<file path="src/shared/mcj_defines.svh">
`ifndef MCJ_DEFINES_SVH
`define MCJ_DEFINES_SVH

// =============================================================
// Relative jump on core identity
`define MCJ_REL_OPC        10'h0BD
`define MCJ_REL_OPC_HI     15
`define MCJ_REL_OPC_LO     6
`define MCJ_REL_SEL_BIT    5
`define MCJ_REL_DISP_HI    4
`define MCJ_REL_DISP_LO    0
`define MCJ_DISP_W         5

// =============================================================
// Absolute jump on start pattern
`define MCJ_ABS_OPC_H      5'h07
`define MCJ_ABS_OPC_H_HI   15
`define MCJ_ABS_OPC_H_LO   11
`define MCJ_ABS_SEL_HI     10
`define MCJ_ABS_SEL_LO     5
`define MCJ_ABS_REG_BIT    4
`define MCJ_ABS_OPC_L      4'h1
`define MCJ_ABS_OPC_L_HI   3
`define MCJ_ABS_OPC_L_LO   0

// =============================================================
// Counter
`define MCJ_PC_STEP        1
`define MCJ_NUM_JREGS      2
`endif

</file>
<file path="src/shared/mcj_pkg.sv">
package mcj_pkg;
    // Which of the two handled jumps an instruction word is
    typedef enum logic [1:0] {
        MCJ_KIND_NONE,
        MCJ_KIND_REL,
        MCJ_KIND_ABS
    } mcj_kind_t;
endpackage : mcj_pkg

</file>
<file path="src/logic/mcj_jump_regs.sv">
`timescale 1ns/1ps
`include "mcj_defines.svh"
module mcj_jump_regs #(
    parameter int PC_W = 10
) (
    // Clock and reset
    input  wire logic                                 mclk,
    input  wire logic                                 arst_n,
    // Write port
    input  wire logic                                 wr_en,
    input  wire logic                                 wr_sel,
    input  wire logic [PC_W-1:0]                      wr_data,
    // Stored contents, straight from the flops
    output logic      [`MCJ_NUM_JREGS-1:0][PC_W-1:0]  rd_data
);
    logic [`MCJ_NUM_JREGS-1:0][PC_W-1:0] mem_q;
    logic [`MCJ_NUM_JREGS-1:0][PC_W-1:0] mem_d;

    always_comb begin
        mem_d = mem_q;
        if (wr_en) begin
            mem_d[wr_sel] = wr_data;
        end
    end

    always_ff @(posedge mclk or negedge arst_n) begin
        if (!arst_n) begin
            mem_q <= '0;
        end else begin
            mem_q <= mem_d;
        end
    end

    assign rd_data = mem_q;
endmodule : mcj_jump_regs

</file>
<file path="src/logic/mcj_cond_jump.sv">
`timescale 1ns/1ps
`include "mcj_defines.svh"
module mcj_cond_jump #(
    parameter int PC_W       = 10,
    parameter int NUM_STARTS = 6
) (
    // Clock and reset
    input  wire logic                   mclk,
    input  wire logic                   arst_n,
    // Instruction from fetch
    input  wire logic                   instr_valid,
    input  wire logic [15:0]            instr_word,
    input  wire logic [PC_W-1:0]        instr_addr,
    // Execution context
    input  wire logic                   core_id,
    input  wire logic [NUM_STARTS-1:0]  start_latched,
    // Jump register loading
    input  wire logic                   jreg_wr_en,
    input  wire logic                   jreg_wr_sel,
    input  wire logic [PC_W-1:0]        jreg_wr_data,
    // Result to the sequencer
    output logic                        pc_valid,
    output logic [PC_W-1:0]             program_counter,
    output logic                        jump_taken,
    output logic                        decoded
);
    // =============================================================
    // Jump register subset
    logic [`MCJ_NUM_JREGS-1:0][PC_W-1:0] jreg_val;

    mcj_jump_regs #(
        .PC_W    (PC_W)
    ) u_jregs (
        .mclk    (mclk),
        .arst_n  (arst_n),
        .wr_en   (jreg_wr_en),
        .wr_sel  (jreg_wr_sel),
        .wr_data (jreg_wr_data),
        .rd_data (jreg_val)
    );

    // =============================================================
    // Decode
    mcj_pkg::mcj_kind_t      kind;
    logic                    core_identity_selector;
    logic [`MCJ_DISP_W-1:0]  disp;
    logic [NUM_STARTS-1:0]   start_pattern_selector;
    logic                    jump_register_operand;
    logic [NUM_STARTS-1:0]   start_bit_ok;
    logic                    core_zero_selected;
    logic                    core_one_selected;
    logic                    rel_cond;
    logic                    abs_cond;
    logic [PC_W-1:0]         disp_ext;
    logic [PC_W-1:0]         seq_pc;

    assign core_identity_selector = instr_word[`MCJ_REL_SEL_BIT];
    assign disp                   = instr_word[`MCJ_REL_DISP_HI:`MCJ_REL_DISP_LO];
    assign start_pattern_selector = instr_word[`MCJ_ABS_SEL_HI:`MCJ_ABS_SEL_LO];
    assign jump_register_operand  = instr_word[`MCJ_ABS_REG_BIT];

    always_comb begin
        kind = mcj_pkg::MCJ_KIND_NONE;
        if (instr_word[`MCJ_REL_OPC_HI:`MCJ_REL_OPC_LO] == `MCJ_REL_OPC) begin
            kind = mcj_pkg::MCJ_KIND_REL;
        end else if (instr_word[`MCJ_ABS_OPC_H_HI:`MCJ_ABS_OPC_H_LO] == `MCJ_ABS_OPC_H
                  && instr_word[`MCJ_ABS_OPC_L_HI:`MCJ_ABS_OPC_L_LO] == `MCJ_ABS_OPC_L) begin
            kind = mcj_pkg::MCJ_KIND_ABS;
        end
    end

    // Exact pattern match: unlatched starts must be clear as well
    genvar gi;
    generate
        for (gi = 0; gi < NUM_STARTS; gi++) begin : g_start
            assign start_bit_ok[gi] = (start_latched[gi] == start_pattern_selector[gi]);
        end
    endgenerate

    assign core_zero_selected = (core_identity_selector == 1'b0) && (core_id == 1'b0);
    assign core_one_selected  = (core_identity_selector == 1'b1) && (core_id == 1'b1);
    assign rel_cond = core_zero_selected || core_one_selected;
    assign abs_cond = &start_bit_ok;

    // Sign extension of the displacement; sum wraps modulo code size
    assign disp_ext = PC_W'({{(PC_W-`MCJ_DISP_W){disp[`MCJ_DISP_W-1]}}, disp});
    assign seq_pc   = instr_addr + PC_W'(`MCJ_PC_STEP);

    // =============================================================
    // Next counter
    logic             pc_valid_q;
    logic             pc_valid_d;
    logic [PC_W-1:0]  pc_q;
    logic [PC_W-1:0]  pc_d;
    logic             taken_q;
    logic             taken_d;
    logic             decoded_q;
    logic             decoded_d;

    always_comb begin
        pc_valid_d = 1'b0;
        pc_d       = pc_q;
        taken_d    = 1'b0;
        decoded_d  = 1'b0;
        if (instr_valid) begin
            case (kind)
                mcj_pkg::MCJ_KIND_REL: begin
                    pc_valid_d = 1'b1;
                    decoded_d  = 1'b1;
                    taken_d    = rel_cond;
                    pc_d       = rel_cond ? instr_addr + disp_ext : seq_pc;
                end
                mcj_pkg::MCJ_KIND_ABS: begin
                    pc_valid_d = 1'b1;
                    decoded_d  = 1'b1;
                    taken_d    = abs_cond;
                    // The one-bit operand can only address the subset
                    pc_d       = abs_cond ? jreg_val[jump_register_operand] : seq_pc;
                end
                default: begin
                    // Other opcodes belong to other decoders; hold the counter
                    pc_d = pc_q;
                end
            endcase
        end
    end

    always_ff @(posedge mclk or negedge arst_n) begin
        if (!arst_n) begin
            pc_valid_q <= 1'b0;
            pc_q       <= '0;
            taken_q    <= 1'b0;
            decoded_q  <= 1'b0;
        end else begin
            pc_valid_q <= pc_valid_d;
            pc_q       <= pc_d;
            taken_q    <= taken_d;
            decoded_q  <= decoded_d;
        end
    end

    assign pc_valid        = pc_valid_q;
    assign program_counter = pc_q;
    assign jump_taken      = taken_q;
    assign decoded         = decoded_q;
endmodule : mcj_cond_jump

</file>
<file path="config.mk">
export PLATFORM = sky130hd
export DESIGN_NAME = mcj_cond_jump
export DESIGN_NICKNAME = d
export VERILOG_FILES = /design/src/shared/mcj_pkg.sv /design/src/logic/mcj_jump_regs.sv /design/src/logic/mcj_cond_jump.sv
export VERILOG_INCLUDE_DIRS = /design/src /design/src/shared
export SDC_FILE = /design/constraint.sdc
export NUM_CORES = 1
export LEC_CHECK = 0
export BUFFER_PORTS_ARGS = -buffer_cell sky130_fd_sc_hd__buf_4
export CORE_MARGIN = 2
export CORE_UTILIZATION = 30
export CTS_CLUSTER_DIAMETER = 100
export CTS_CLUSTER_SIZE = 24
export DETAILED_ROUTE_END_ITERATION = 10
export MAX_ROUTING_LAYER = met4
export PLACE_DENSITY = 0.6
export SLEW_MARGIN = 20
export SYNTH_ARGS = -nofsm -noshare
export SYNTH_HDL_FRONTEND = slang
export SYNTH_HIERARCHICAL = 1
export SYNTH_SLANG_ARGS = --single-unit
</file>
<file path="constraint.sdc">
create_clock -name mclk -period 1.3 [get_ports mclk]
set_input_delay 0.13 -clock mclk [delete_from_list [all_inputs] [get_ports mclk]]
set_output_delay 0.13 -clock mclk [all_outputs]
set_load 0.02 [all_outputs]
</file>
# Yosys cells after proc, flatten, opt, wreduce, memory -nomap -nowiden
# Index checks and enable logic that the tools add are counted.
# totals
reg_bits,32
in_bits,48
out_inout_bits,13
word_cells,46
# op_classes
addsub,2
n_lt_le_gt_ge,3
eq_ne,11
muxes,14
bitwise_logic,2
n_reduce_logical,9
# ops
operator,count
10-bit two-way mux,5
20-bit bitwise mux,1
10-bit case mux with 2 select lines,1
"10-bit by 1-bit adder with 10-bit output, second input constant",1
10-bit adder,1
10-bit demux with 1-bit select,1
"10-bit by 8-bit equality test with 1-bit output, second input constant",1
1-bit equality test,6
6-bit AND reduction,1
"5-bit by 3-bit equality test with 1-bit output, second input constant",1
"4-bit by 1-bit equality test with 1-bit output, second input constant",1
1-bit logical AND,4
"1-bit by 2-bit < comparator with 1-bit output, second input constant",2
2-bit two-way mux,2
1-bit two-way mux,3
"2-bit by 1-bit equality test with 1-bit output, second input constant",1
"2-bit equality test, second input constant",1
1-bit inverter,2
1-bit case mux with 2 select lines,1
2-bit AND reduction,1
2-bit nonzero test,1
2-bit OR reduction,1
"1-bit >= comparator, second input constant",1
1-bit logical OR,1

# Logic depth before layout (Yosys ltp)
# Gate-level depths: netlist of run 1.
# depth
depth_word,8
mapped_depth,8
ltp_nobuf,8

# By module
# The synthesis of run 1 kept the hierarchy.
# by_module_without_submodules
module,n_inst,cells_each,area_each_um2,seq_area_each_um2
mcj_cond_jump,1,186,1540.2,300.3
mcj_jump_regs,1,43,787.0,500.5

# Worst setup path after synthesis of run 1
# Ideal clock, no wire load.
# synth_path
path_kind,input-to-reg
from,input instr_word[0]
to,"register pc_q[6], in the netlist program_counter[6]"
setup_time_ns,0.095
t_arrival_ns,1.668
t_required_ns,1.205
path_slack_ns,-0.463
cell_stages,8
path_buffers,0
cell_sequence,ha_1 -> fa_1 -> a211oi_1 -> o21bai_1 -> a21oi_1 -> xnor2_1 -> nor2_1 -> o31ai_1
# synth_between
elab_chain_cells,7
elab_cells_between_ends,11
cone_classes,add/sub (1); eq/ne (3); mux (4); reduce/logical (3)
# synth_rtl
element,line,source
"start, declared",mcj_cond_jump.sv:12,"input wire logic [15:0] instr_word,"
branches (longest 7 deep; another with 10-bit adder),-,
"end signal, assigned",mcj_cond_jump.sv:136,pc_q <= pc_d;
"end, declared",mcj_cond_jump.sv:93,logic [PC_W-1:0] pc_q;
# Several ways; the timed one is not identified.
# A chain may end at the register's enable or synchronous reset.

# Final worst setup path of run 1
# Same ends and word-level chain as after synthesis.

==> qor.csv, run 1 <==
metric,value,unit
seqPwrFrac,41.3,%
ys_types,45,
violations,setup timing,
final_cell_count_no_fill,441,
drc,0,
dp_hpwl,4.98,mm
crit_fanout,3,
path_clk_slew,0.06,ns
p_int,0.00200,W
clock_latency,0.27,ns
nNetsFinal,400,
yosysSeqAreaShare,34.4,%
place_area,3280,um^2
synth_area,2330,um^2
final-seq-area,801,um^2
hp-class,primary input to register,
num_vias,2127,
drt-total-wl,6.28,mm
cts_root_buf,clkbuf_8,
async_flop_share,100,%
worstPathArrival,1.64,ns
synthCells,229,
startpoint_type,primary input,
antenna_found_initial,0,
avgSynthCellArea,10.2,um^2
synth_ff_type,dfrtp_1,
worst_pin_slew,0.414,ns
worst-setup-path-type,primary input to register,
gp_congestion,0.803,
die_area,8480,um^2
p_total,0.00281,W
ys_warn_count,6,
clock-skew-final,0.00587,ns
synth_nets,288,
drtAntennaViolNets,0,
vias_per_cell,4.82,
wire_per_inst,14.2,um
cts-buffers-inserted,5,
num_rows,32,
clock_path_buffers,2,
worstSetupEndpointType,register,
p_sw_share,28.7,%
htree_levels,2,
cts_tree,done,
antenna_cells,0,
die_h,92.1,um
combPwrFrac,35.3,%
grt_max_degree,33,
drv_slew,0,
nFillCells,745,
r2r_start,u_jregs/rd_data[19]$_DFFE_PN0P_,
relSlewSlack,72.4,%
fin_crit_sh,112,%
initial_core_util,30.6,%
rsz0062_at_grt,true,
grt_pass1_wl,10.3,mm
post-place-ws,-0.490,ns
grt_usage,15.6,%
ios,61,
worstSetupStartpoint,instr_word[0],
portBuffers,60,
p_per_area,796,nW/um^2
min_period,1.46,ns
drt_iter0_drc,117,
switching_power,0.000807,W
hold_viol,0,
clock.fmax,687,MHz
detail_route.first_pass.iterations,4,
area_growth,51.8,%
pwr-share-clk,23.4,%
cts_sinks,32,
grt_pass1_vias,2186,
drive_gt1_share,48.4,%
min-delay-start,instr_valid,
status,"complete, but fails checks",
crit_required,1.49,ns
dpl.cell_count,430,
synth_edf_count,0,
overflow,0,
synth-seq-cells,32,
postLayoutSetupSlackWorst,-0.155,ns
fin_util,46.4,%
p_leak,1.62,nW
core_area,7610,um^2
vdd_drop_max,0.000348,V
maxCapViolations,0,
postLayoutCellArea,3530,um^2
multi_input_area,1640,um^2
die_x,92.1,um
setup_viol,5,
[worst max-delay path, stage by stage]
cell and delay [ns]:
buf_6 0.10, ha_4 0.15, fa_2 0.38, a211oi_4 0.25, o21bai_1 0.09, a21oi_1 0.16
xnor2_1 0.14, nor2_1 0.06, o31ai_1 0.17
[metrics by stage]
stage	hold WS (ns)	setup TNS, ns
finish	0.0779	-0.582
global route	0.0829	-1.24
CTS	0.0781	-0.602
detailed placement	0.0932	-3.50
global placement	0.0933	-3.34
floorplan	-0.166	-0.753
[final cells by class]
cell class / count / area share [%]
Timing Repair Buffer: 113 / 24.8
Inverter: 4 / 0.425
Sequential cell: 32 / 22.7
Clock buffer: 5 / 1.95
Tap cell: 102 / 3.61
Multi-Input combinational cell: 185 / 46.5
[Yosys cell counts, drive strengths merged, types with 6 or more instances]
master  instances  area (um^2)
dfrtp          32          801
mux2           20          263
nand2          19         73.8
mux2i          18          180
o21ai          16         80.1
xnor2          13          114
ha             10          125
nand3          10         50.1
nor2           10         37.5
xor2            9         78.8
a21o            7         52.6
buf             7         50.1
a21oi           6         30.0
[state kept, by name (all words and copies together), names as in the netlist]
register	cells
jump_taken	1
program_counter	10
decoded	1
u_jregs/rd_data	20
[kinds of logic (layout without fill, tap and decap cells)]
kind of cell / count (synthesis) / count (layout) / synth area share [%]
AO/OA/AOI/OAI: 52 / 52 / 15.0
buffers and inverters: 12 / 122 / 2.96
flip-flops: 32 / 32 / 34.4
adder cells (fa/ha/maj): 11 / 11 / 6.24
AND/OR/NAND/NOR: 62 / 62 / 14.1
XOR/XNOR: 22 / 22 / 8.28
multiplexers: 38 / 38 / 19.0
[cell usage in the layout (no fill, tap or decap), drive strengths merged, types with 2 or more instances in the layout]
cell / Yosys / routed
a211oi: 5 / 5
a21o: 7 / 7
a21oi: 6 / 6
a22oi: 3 / 3
a31oi: 3 / 3
buf: 7 / 112
clkbuf: 1 / 5
dfrtp: 32 / 32
ha: 10 / 10
inv: 4 / 4
mux2: 20 / 20
mux2i: 18 / 18
nand2: 19 / 19
nand2b: 3 / 3
nand3: 10 / 10
nand4: 5 / 5
nand4b: 2 / 2
nor2: 10 / 10
nor2b: 2 / 2
nor3: 4 / 4
nor4: 2 / 2
o211ai: 3 / 3
o21ai: 16 / 16
o221ai: 3 / 3
o31ai: 2 / 2
xnor2: 13 / 13
xor2: 9 / 9
[power groups by stage]
stage	registers, W	logic, W	clock network, W
floorplan	0.00118	0.000489	0
global placement	0.00117	0.000907	0
detailed placement	0.00118	0.000921	0
CTS	0.00116	0.000951	0.000677
global route	0.00117	0.00108	0.000719
finish	0.00116	0.000992	0.000659
[metal layers]
metal | up-vias | wire length, um | global-route usage [%]
met5 | - | 0 | -
met4 | 0 | 46 | 3.36
met3 | 4 | 304 | 2.88
met2 | 49 | 2980 | 25.6
met1 | 1009 | 2950 | 20.3
li1 | 1065 | - | -
[worst paths after layout]
path / end / depth (start not counted) / slack (ns)
worst min-delay path: jump_taken$_DFF_PN0_ / 2 / 0.08
max in group asynchronous: decoded$_DFF_PN0_ / 2 / 0.67
min in group asynchronous: program_counter[0]$_DFFE_PN0P_ / 2 / 0.32
worst max-delay path: program_counter[6]$_DFFE_PN0P_ / 9 / -0.16
worst min register to register: program_counter[1]$_DFFE_PN0P_ / 2 / 0.50
worst max register to register: program_counter[9]$_DFFE_PN0P_ / 4 / 0.30
[what timing repair did]
| item | 4_1_cts | 5_1_grt |
|---|---|---|
| resized for setup | 9 | 17 |
| endpoints found under the hold margin | 32 | 0 |
| pin swaps | 15 | 21 |
| setup buffers | 1 | 5 |
| setup endpoints to repair | 7 | 9 |
| hold buffers | 1 | 0 |
Note: power is estimated with default switching activity, not from simulation.
==> run 2: changes to the inputs <==
--- a/config.mk
+++ b/config.mk
@@ -12,6 +12,8 @@
 export CTS_CLUSTER_DIAMETER = 100
 export CTS_CLUSTER_SIZE = 24
 export DETAILED_ROUTE_END_ITERATION = 10
+export GPL_ROUTABILITY_DRIVEN = 0
+export GPL_TIMING_DRIVEN = 0
 export MAX_ROUTING_LAYER = met4
 export PLACE_DENSITY = 0.6
 export SLEW_MARGIN = 20
==> run 2 against run 1 <==
Compared with the run above: the run still ends with setup timing left; total power rose by 2.6%; routed wire length is 1.5% lower; core utilization shrank 1.4 points.
==> qor.csv, run 2 (synthesis results as in run 1) <==
metric,value,unit,change
worstPathArrival,1.72,ns,was 1.64 ns
wl_met1,2.76,mm,was 2.95 mm
min-delay-start,instr_valid,,unchanged
reg2reg_to,program_counter[2]$_DFFE_PN0P_,,was program_counter[9]$_DFFE_PN0P_
crit_required,1.49,ns,about the same
r2r_start,u_jregs/rd_data[2]$_DFFE_PN0P_,,was u_jregs/rd_data[19]$_DFFE_PN0P_
grt_pass1_vias,2012,,was 2186
die_h,92.1,um,unchanged
switching_power,0.000838,W,was 0.000807 W
p_int,0.00205,W,was 0.00200 W
antenna_found_initial,0,,unchanged
portBuffers,60,,unchanged
vias_per_cell,4.95,,was 4.82
die_area,8480,um^2,unchanged
wire_per_inst,14.9,um,was 14.2 um
cts_root_buf,clkbuf_8,,unchanged
worst-setup-path-type,primary input to register,,unchanged
rsz0062_at_grt,true,,unchanged
detail_route.first_pass.iterations,4,,unchanged
die_x,92.1,um,unchanged
core_area,7610,um^2,unchanged
largest_reg_flops,20,,unchanged
crit_fanout,3,,unchanged
combPwrFrac,32.5,%,was 35.3%
ios,61,,unchanged
worst_pin_slew,0.479,ns,was 0.414 ns
overflow,0,,unchanged
nFillCells,740,,was 745
relSlewSlack,67.9,%,was 72.4%
grt_pass1_wl,9.54,mm,was 10.3 mm
maxCapViolations,0,,unchanged
fin_tns_setup,-0.723,ns,was -0.582 ns
num_rows,32,,unchanged
drt_iter0_drc,48,,was 117
p_sw_share,29.0,%,was 28.7%
p_total,0.00288,W,was 0.00281 W
vdd_drop_max,0.000426,V,was 0.000348 V
fin_util,45.0,%,was 46.4%
grt_usage,14.6,%,was 15.6%
clock_latency,0.28,ns,was 0.27 ns
status,"complete, but fails checks",,unchanged
postLayoutSetupSlackWorst,-0.230,ns,was -0.155 ns
violations,setup timing,,unchanged
post-place-ws,-0.533,ns,was -0.490 ns
clock.fmax,654,MHz,was 687 MHz
ff2ff_setup_slack,0.21,ns,was 0.30 ns
dp_hpwl,4.61,mm,was 4.98 mm
min_period,1.53,ns,was 1.46 ns
top_layer,met4,,unchanged
drive_gt1_share,44.1,%,was 48.4%
p_per_area,842,nW/um^2,was 796 nW/um^2
cts_sinks,32,,unchanged
startpoint_type,primary input,,unchanged
cts_tree,done,,unchanged
drc,0,,unchanged
clock_path_buffers,2,,unchanged
drt-total-wl,6.18,mm,was 6.28 mm
p_leak,1.52,nW,was 1.62 nW
path_clk_slew,0.07,ns,was 0.06 ns
num_vias,2054,,was 2127
dpl.cell_count,391,,was 430
pwr-share-clk,27.3,%,was 23.4%
cts-buffers-inserted,5,,unchanged
hold_viol,0,,unchanged
clock-skew-final,0.00748,ns,was 0.00587 ns
setup_viol,5,,unchanged
antenna_cells,0,,unchanged
wl_met3,313,um,was 304 um
worstSetupEndpointType,register,,unchanged
seqPwrFrac,40.2,%,was 41.3%
min_path_cells,2,,unchanged
final_cell_mix,"buf_4, dfrtp_1, mux2i_1, nand2_1",,"was buf_4, dfrtp_1, nand2_1, mux2i_1"
htree_levels,2,,unchanged
final_cell_count_no_fill,415,,was 441
met2_length,3.06,mm,was 2.98 mm
final_common_cell,buf_4,,unchanged
drv_slew,0,,unchanged
fin_crit_sh,118,%,was 112%
reg2reg_depth,4,,unchanged
drtAntennaViolNets,0,,unchanged
hold_end,jump_taken$_DFF_PN0_,,unchanged
grt_max_degree,33,,unchanged
area_growth,47.2,%,was 51.8%
initial_core_util,30.6,%,unchanged
hp-class,primary input to register,,unchanged
nNetsFinal,371,,was 400
==> run 2: cell types whose count changed in the layout (fill, tap and decap cells not counted), sizes merged <==
| cell | delta |
|---|---|
| clkbuf | +4 |
| buf | -30 |
==> run 2: worst max-delay path by stage <==
stage / startpoint / end
6_report: instr_addr[0] / program_counter[6]$_DFFE_PN0P_
5_1_grt: instr_word[0] / program_counter[8]$_DFFE_PN0P_
4_1_cts: instr_addr[0] / program_counter[6]$_DFFE_PN0P_
3_5_place_dp: instr_addr[0] / program_counter[6]$_DFFE_PN0P_
3_3_place_gp: instr_addr[0] / program_counter[8]$_DFFE_PN0P_
2_1_floorplan: instr_word[0] / program_counter[6]$_DFFE_PN0P_
==> run 2: area by class of cell <==
type | instances | area (um^2) | share of cell area, %
Multi-Input combinational cell | 185 | 1660 | 48.5
Sequential cell | 32 | 801 | 23.4
Buffer | 8 | 60.1 | 1.75
Timing Repair Buffer | 76 | 669 | 19.5
Inverter | 4 | 15.0 | 0.438
Tap cell | 102 | 128 | 3.73
Clock buffer | 8 | 90.1 | 2.63
==> run 2: what timing repair did <==
item	CTS	global route
cloned	0	1
endpoints found under the setup margin	10	10
pin swaps	15	18
endpoints found under the hold margin	32	0
resized for setup	15	29
hold buffers	1	0
buffers inserted	7	7
==> run 2: per-stage QoR <==
stage | area (um^2) | hold WS, ns
after global placement | 2980 | 0.0853
after global routing | 3420 | 0.0733
after CTS | 3210 | 0.0790
after detailed placement | 2980 | 0.0872
final | 3420 | 0.0831
after floorplan | 2400 | -0.166
==> run 2: metal layers <==
layer  vias to the layer above  GRT usage, %
met3                         3          3.37
met4                         0          2.99
li1                       1012             -
met5                         -             -
met2                        47          24.5
met1                       992          18.1
==> run 2: power groups by stage <==
stage	sequential, W	combinational, W	clock (W)
2_1_floorplan	0.00118	0.000489	0
3_3_place_gp	0.00117	0.000798	0
3_5_place_dp	0.00118	0.000806	0
4_1_cts	0.00116	0.000865	0.000805
5_1_grt	0.00117	0.00102	0.000847
6_report	0.00116	0.000937	0.000788
==> run 2: critical path, stage by stage <==
cell      delay, ns
buf_8          0.10
ha_4           0.15
fa_2           0.39
a211oi_4       0.27
o21bai_1       0.10
a21oi_1        0.17
xnor2_1        0.15
nor2_1         0.06
o31ai_1        0.19
